`config.mk`:
```
export PLATFORM = sky130hd
export DESIGN_NAME = gpst_timing
export DESIGN_NICKNAME = d
export VERILOG_FILES = /design/src/gpst_pkg.sv /design/src/gpst_strobe.sv /design/src/gpst_timing.sv
export SDC_FILE = /design/constraint.sdc
export NUM_CORES = 1
export LEC_CHECK = 0
export ABC_AREA = 1
export BUFFER_PORTS_ARGS = -buffer_cell sky130_fd_sc_hd__buf_2
export CAP_MARGIN = 20
export CORE_AREA = 2 2 127 129
export CTS_CLUSTER_DIAMETER = 30
export DETAILED_ROUTE_END_ITERATION = 8
export DIE_AREA = 0 0 129 131
export GPL_ROUTABILITY_DRIVEN = 1
export GPL_TIMING_DRIVEN = 0
export PLACE_DENSITY = 0.42
export SLEW_MARGIN = 20
export SYNTH_ARGS = -nofsm -noshare
export SYNTH_HDL_FRONTEND = slang
export SYNTH_SLANG_ARGS = --single-unit
```
`constraint.sdc`:
```
create_clock -name clk -period 2.2 [get_ports clk]
set_input_delay 0.66 -clock clk [delete_from_list [all_inputs] [get_ports clk]]
set_output_delay 0.66 -clock clk [all_outputs]
set_load 0.01 [all_outputs]
```
`src/gpst_pkg.sv`:
```
// Purpose: Constants for the general-purpose bus write and latch strobe timing block.
// Assumes: Byte-wide configuration registers in the memory-mapped configuration region.
// Notes: Offsets are byte offsets within that region.
package gpst_pkg;
	localparam int unsigned GPST_FIELD_W = 8;
	localparam int unsigned GPST_ADDR_W = 12;
	localparam logic [11:0] GPST_WR_OFF_ADDR = 12'h0c0e;
	localparam logic [11:0] GPST_ALE_W_ADDR = 12'h0c0f;
	localparam logic [11:0] GPST_ALE_OFF_ADDR = 12'h0c10;
	localparam logic [7:0] GPST_WR_OFF_RST = 8'h00;
	localparam logic [7:0] GPST_ALE_W_RST = 8'h00;
	localparam logic [7:0] GPST_ALE_OFF_RST = 8'h00;
	localparam int unsigned GPST_CLK_MHZ = 33;
	typedef enum logic [1:0] {GPST_IDLE, GPST_WAIT, GPST_ON, GPST_DONE} gpst_state_t;
endpackage

```
`src/gpst_strobe.sv`:
```
// Purpose: One strobe placed by offset and width counts within a bus cycle.
// Assumes: Start is a one-cycle pulse; stop ends the bus cycle.
// Notes: Strobe rises offset+1 clocks after start and lasts width+1 clocks.
`timescale 1ns/1ns
module gpst_strobe #(
	parameter int unsigned W = 8
) (
	input wire logic clk, // Clock.
	input wire logic rstn, // Reset, active low.
	input wire logic ce, // Clock enable.
	input wire logic start, // Bus-cycle start pulse.
	input wire logic stop, // Bus-cycle end pulse.
	input wire logic [W-1:0] delay, // Offset field.
	input wire logic [W-1:0] len, // Width field.
	output logic strobe // Strobe, active high, registered.
);
	gpst_pkg::gpst_state_t state, next_state;
	logic [W-1:0] cnt, next_cnt;
	logic next_strobe;

	always_comb begin
		next_state = state;
		next_cnt = cnt;
		next_strobe = 1'b0;
		case (state)
			gpst_pkg::GPST_IDLE: begin
				if (start) begin
					next_state = gpst_pkg::GPST_WAIT;
					next_cnt = delay;
				end
			end
			gpst_pkg::GPST_WAIT: begin
				if (cnt == '0) begin
					next_state = gpst_pkg::GPST_ON;
					next_cnt = len;
					next_strobe = 1'b1;
				end else begin
					next_cnt = cnt - 1'b1;
				end
			end
			gpst_pkg::GPST_ON: begin
				if (cnt == '0) begin
					next_state = gpst_pkg::GPST_DONE;
				end else begin
					next_cnt = cnt - 1'b1;
					next_strobe = 1'b1;
				end
			end
			gpst_pkg::GPST_DONE: begin
				next_state = gpst_pkg::GPST_DONE;
			end
			default: begin
				next_state = gpst_pkg::GPST_IDLE;
			end
		endcase
		if (stop) begin
			next_state = gpst_pkg::GPST_IDLE;
			next_strobe = 1'b0;
		end
	end

	always_ff @(posedge clk or negedge rstn) begin
		if (!rstn) begin
			state <= gpst_pkg::GPST_IDLE;
			cnt <= '0;
			strobe <= 1'b0;
		end else if (ce) begin
			state <= next_state;
			cnt <= next_cnt;
			strobe <= next_strobe;
		end
	end
endmodule

```
`src/gpst_timing.sv`:
```
// Purpose: Write strobe and address latch strobe timing for the general-purpose bus.
// Assumes: Bus-cycle start and end pulses come from the chip-select timing logic.
// Notes: One clock is one internal bus clock period.
// Contract
// - Write strobes rise write_delay_field plus one clocks after cycle start; here the output register makes it plus two.
// - One write offset serves both the I/O and memory write strobes.
// - Address latch strobe lasts latch_pulse_len_field plus one clocks.
// - Address latch strobe rises latch_delay_field plus one clocks after cycle start; here the output register makes it plus two.
// - All offsets and widths count whole internal clock periods.
// - Latch offset is measured from the same bus-cycle start as others.
`timescale 1ns/1ns
module gpst_timing #(
	parameter int unsigned FIELD_W = gpst_pkg::GPST_FIELD_W,
	parameter int unsigned WR_WIDTH_W = gpst_pkg::GPST_FIELD_W
) (
	input wire logic clk, // Internal bus clock.
	input wire logic rstn, // Reset, active low.
	input wire logic ce, // Clock enable.
	input wire logic cycle_start, // Bus-cycle start pulse.
	input wire logic cycle_end, // Bus-cycle end pulse.
	input wire logic cycle_is_io, // High for an I/O cycle.
	input wire logic cycle_is_write, // High for a write cycle.
	input wire logic [WR_WIDTH_W-1:0] write_strobe_pulse_len, // Write width field.
	input wire logic [11:0] reg_addr, // Configuration byte offset.
	input wire logic reg_wr, // Register write strobe.
	input wire logic reg_rd, // Register read strobe.
	input wire logic [7:0] reg_wdata, // Write data.
	output logic [7:0] reg_rdata, // Read data, registered.
	output logic io_write_strobe, // I/O write strobe.
	output logic memory_write_strobe, // Memory write strobe.
	output logic address_latch_strobe // Address latch strobe.
);
	// ******************************
	// Registers
	// ******************************
	logic [FIELD_W-1:0] write_strobe_offset, next_write_strobe_offset;
	logic [FIELD_W-1:0] latch_strobe_width, next_latch_strobe_width;
	logic [FIELD_W-1:0] latch_strobe_offset, next_latch_strobe_offset;
	logic [7:0] next_reg_rdata;
	logic wr_raw, ale_raw, is_io, is_wr, next_is_io, next_is_wr;
	logic next_io_wr, next_mem_wr;
	logic cycle_open, next_cycle_open, new_cycle;

	always_comb begin
		next_write_strobe_offset = write_strobe_offset;
		next_latch_strobe_width = latch_strobe_width;
		next_latch_strobe_offset = latch_strobe_offset;
		next_reg_rdata = 8'h00;
		if (reg_wr) begin
			case (reg_addr)
				gpst_pkg::GPST_WR_OFF_ADDR: next_write_strobe_offset = reg_wdata[FIELD_W-1:0];
				gpst_pkg::GPST_ALE_W_ADDR: next_latch_strobe_width = reg_wdata[FIELD_W-1:0];
				gpst_pkg::GPST_ALE_OFF_ADDR: next_latch_strobe_offset = reg_wdata[FIELD_W-1:0];
				default: begin
				end
			endcase
		end
		if (reg_rd) begin
			case (reg_addr)
				gpst_pkg::GPST_WR_OFF_ADDR: next_reg_rdata = 8'(write_strobe_offset);
				gpst_pkg::GPST_ALE_W_ADDR: next_reg_rdata = 8'(latch_strobe_width);
				gpst_pkg::GPST_ALE_OFF_ADDR: next_reg_rdata = 8'(latch_strobe_offset);
				default: next_reg_rdata = 8'h00;
			endcase
		end
	end

	always_ff @(posedge clk or negedge rstn) begin
		if (!rstn) begin
			write_strobe_offset <= gpst_pkg::GPST_WR_OFF_RST;
			latch_strobe_width <= gpst_pkg::GPST_ALE_W_RST;
			latch_strobe_offset <= gpst_pkg::GPST_ALE_OFF_RST;
			reg_rdata <= 8'h00;
		end else if (ce) begin
			write_strobe_offset <= next_write_strobe_offset;
			latch_strobe_width <= next_latch_strobe_width;
			latch_strobe_offset <= next_latch_strobe_offset;
			reg_rdata <= next_reg_rdata;
		end
	end

	// ******************************
	// Strobe generators
	// ******************************
	// Both generators start from the same accepted start, so all offsets share one origin.
	assign new_cycle = cycle_start & ~cycle_open;
	gpst_strobe #(.W(FIELD_W)) u_wr (
		.clk(clk),
		.rstn(rstn),
		.ce(ce),
		.start(new_cycle & cycle_is_write),
		.stop(cycle_end),
		.delay(write_strobe_offset),
		.len(write_strobe_pulse_len[FIELD_W-1:0]),
		.strobe(wr_raw)
	);

	gpst_strobe #(.W(FIELD_W)) u_ale (
		.clk(clk),
		.rstn(rstn),
		.ce(ce),
		.start(new_cycle),
		.stop(cycle_end),
		.delay(latch_strobe_offset),
		.len(latch_strobe_width),
		.strobe(ale_raw)
	);

	always_comb begin
		next_is_io = is_io;
		next_is_wr = is_wr;
		next_cycle_open = cycle_open;
		if (new_cycle) begin
			next_is_io = cycle_is_io;
			next_is_wr = cycle_is_write;
		end
		// A start inside an open cycle is refused, so no strobe can restart and the
		// cycle type cannot change under a strobe that is still running.
		if (cycle_end) begin
			next_cycle_open = 1'b0;
		end else if (cycle_start) begin
			next_cycle_open = 1'b1;
		end
		// The type is latched at start so a late change cannot split the strobe.
		next_io_wr = wr_raw & is_io;
		next_mem_wr = wr_raw & ~is_io;
	end

	always_ff @(posedge clk or negedge rstn) begin
		if (!rstn) begin
			is_io <= 1'b0;
			is_wr <= 1'b0;
			cycle_open <= 1'b0;
			io_write_strobe <= 1'b0;
			memory_write_strobe <= 1'b0;
			address_latch_strobe <= 1'b0;
		end else if (ce) begin
			is_io <= next_is_io;
			is_wr <= next_is_wr;
			cycle_open <= next_cycle_open;
			io_write_strobe <= next_io_wr;
			memory_write_strobe <= next_mem_wr;
			address_latch_strobe <= ale_raw;
		end
	end

	// ******************************
	// Check helpers
	// ******************************
	// Clocks since the edge that opened the cycle, and the offsets that were loaded then.
	// Holding the offsets keeps a register write inside a cycle from tripping the checks.
	logic [FIELD_W+1:0] since_start, next_since_start;
	logic [FIELD_W-1:0] ale_off_used, next_ale_off_used;
	logic [FIELD_W-1:0] wr_off_used, next_wr_off_used;

	always_comb begin
		next_since_start = since_start;
		next_ale_off_used = ale_off_used;
		next_wr_off_used = wr_off_used;
		if (new_cycle) begin
			next_since_start = '0;
			next_ale_off_used = latch_strobe_offset;
			next_wr_off_used = write_strobe_offset;
		end else if (since_start != '1) begin
			next_since_start = since_start + 1'b1;
		end
	end

	always_ff @(posedge clk or negedge rstn) begin
		if (!rstn) begin
			since_start <= '0;
			ale_off_used <= '0;
			wr_off_used <= '0;
		end else if (ce) begin
			since_start <= next_since_start;
			ale_off_used <= next_ale_off_used;
			wr_off_used <= next_wr_off_used;
		end
	end
endmodule

```
==> impl_metrics.csv <==
group,metric,value,unit
critical_path,r2r_setup_slack,0.28,ns
clocking,hold_buffers,0,
place,place.detailed.hpwl,8130,um
clocking,ctsResizeCount,0,
layout,ff_latch_area,0.00148,mm2
routing,ant_nets,0,
power_and_ir_drop,p_leak,2.35,nW
global_route,grt.overflow.total,0,
synth,ys_types,33,
synth,synth_top_area_cell,"dfrtp_1",
synth,async_flop_share,1.00,
timing,clock_skew,0.00457,ns
power_and_ir_drop,cellPowerDensity,1110,mW/mm2
clocking,cts_buffer_depth,2,
min_path,hp-class,"in2async",
timing,rsz0062_at_grt,"false",
clocking,clock_sinks,59,
synth,synthCells,505,
timing,slew_violations,0,
floorplanning,die_y,131,um
timing,setup_tns,0,ns
outcome,status,"complete, no violations",
synth,yosysWarnings,0,
synth,netlist_area,0.00384,mm2
layout,area_growth_syn_to_layout,21.9,%
timing,worst_slew_pin_slew,0.559,ns
synth,ys_seq_elements,59,
layout,multi_input_area,0.00207,mm2
clocking,cts_max_level,3,
flow_run,cap_violations,0,
layout,mostFrequentLayoutCells,"nand2_1 (151), nor2_1 (59), dfrtp_1 (59)",
floorplanning,core,0.0156,mm2
routing,post_drt_wl_per_cell,13.3,um
routing,drt_pass1_iterations,4,
routing,drc_errors,0,
clocking,clock_latency,0.33,ns
layout,drive_gt1_frac,0.245,
floorplanning,boundaryPins,48,
routing,viasPerCell,4.27,
critical_path,crit_required,2.42,ns
critical_path,path_max_fanout,10,
clocking,clk_pin_slew,0.05,ns
critical_path,path_class,"reg2reg",
synth,yosysTopAreaCellShare,0.384,
place,pre_cts_ws,0.233,ns
synth,yosysSeqAreaShare,0.384,
timing,clock.fmax,520,MHz
timing,hold_ws,0.238,ns
critical_path,cp-start-kind,"register",
power_and_ir_drop,power.total,0.00521,W
critical_path,r2r.worst_path.cells,7,
layout,finalNetCount,612,
synth,ys.flop_type,"dfrtp_1",
place,gp_congestion,0.859,
power_and_ir_drop,peakVddDrop,0.000320,V
critical_path,reg2reg_to,"u_wr.cnt[1]",
timing,period_share,0.874,
timing,fin_ws,0.276,ns
global_route,grt_pass1_vias,3445,
place,dp.cells,768,
floorplanning,die-area,0.0169,mm2
timing,min_period,1.92,ns
floorplanning,die_w,129,um
layout,nFillCells,1706,
clocking,cts_root_buffer,"clkbuf_16",
critical_path,cp.arrival,2.14,ns
timing,setup_viol,0,
global_route,grt_max_degree,36,
place,io_buffers,46,
floorplanning,rows,46,
floorplanning,initial_core_util,0.246,
routing,drt-total-wl,10500,um
layout,final_cells,784,
clocking,cts_buffers,9,
global_route,grt_pass1_wl,17300,um
synth,synth_nets,554,
layout,final_common_cell,"nand2_1",
clocking,cts_tree,"yes",
synth,syn_avg_cell_area,7.61,um2
timing,finalHoldViolations,0,
clocking,cts_setup_buffers,0,
critical_path,reg2reg_from,"u_wr.state[0]",
synth,synth_edf_count,0,
layout,antennaDiodeCount,0,
routing,dr.first_iter.drc_count,178,
routing,vias,3351,
synth,yosys-top-cells-area,"dfrtp_1 (38%), nand2_1 (15%), nand3_1 (7.2%), nor2_1 (5.8%), o21ai_2 (5.5%)",
critical_path,crit_path_end_kind,"register",
global_route,grt_use_total,0.133,
timing,slew-limit-headroom,0.627,
global_route,grt_antenna_before_repair,0,
cell usage after synthesis (7+ instances only):
master     n
o21ai_1   10
dfrtp_1   59
o21ai_2   24
nor2_1    59
buf_6      7
a21oi_1    8
o21ai_0   12
nand2_1  151
nand2_2   11
nand3_1   55
inv_1     43
ha_1      12
metrics by stage:
stage,util,area (um2)
finish,0.300,4680
global route,0.300,4680
CTS,0.300,4680
detailed placement,0.280,4370
global placement,0.279,4340
floorplan,-,3840
worst max-delay path by stage:
stage                  startpoint  slack (ns)  cells after the start                endpoint
floorplan             reg_addr[5]        0.61                      7  write_strobe_offset[0]
global placement             rstn        0.21                      1             u_wr.cnt[3]
detailed placement  u_wr.state[0]        0.23                      8             u_wr.cnt[4]
CTS                 u_wr.state[0]        0.23                      8             u_wr.cnt[4]
global route        u_wr.state[0]        0.06                      8             u_wr.cnt[3]
finish              u_wr.state[0]        0.28                      7             u_wr.cnt[1]
final cells by class:
type	count	area share
Sequential cell	59	0.315
Clock inverter	7	0.0198
Tap cell	216	0.0577
Clock buffer	9	0.0481
Buffer	14	0.0240
Timing Repair Buffer	47	0.0540
Inverter	48	0.0390
Multi-Input combinational cell	384	0.442
worst max-delay path: stages (launching register included):
cell      delay (ns)
dfrtp_1         0.40
inv_1           0.09
ha_1            0.28
clkbuf_1        0.27
clkbuf_1        0.41
nand2_1         0.12
o21ai_1         0.16
nand2_1         0.07
flip-flops by register name (all words and copies together) (netlist names), 2 cells and up:
signal	flops
reg_rdata	8
u_wr.state	2
u_ale.state	2
latch_strobe_offset	8
u_ale.cnt	8
u_wr.cnt	8
write_strobe_offset	8
latch_strobe_width	8
routing by layer:
metal,vias up,part of all wire,GRT usage
met5,-,0,0
met4,0,0.014,0.0467
met3,12,0.034,0.0305
met2,49,0.47,0.219
met1,1556,0.48,0.171
li1,1734,-,-
logic make-up after synthesis:
| kind of cell | synth area share |
|---|---|
| AOI/OAI and AO/OA | 0.108 |
| xor gates and xnor gates | 0.0114 |
| and+or+nand+nor | 0.381 |
| adders and majority gates | 0.0391 |
| buffers and inverters | 0.0768 |
| DFF | 0.384 |
where the power goes:
part           internal, W  switching, W  leakage, nW
Combinational     0.000815       0.00145         1.41
Sequential         0.00126      0.000179        0.793
Clock             0.000986      0.000521        0.147
Power figures use the tool's default switching activity.
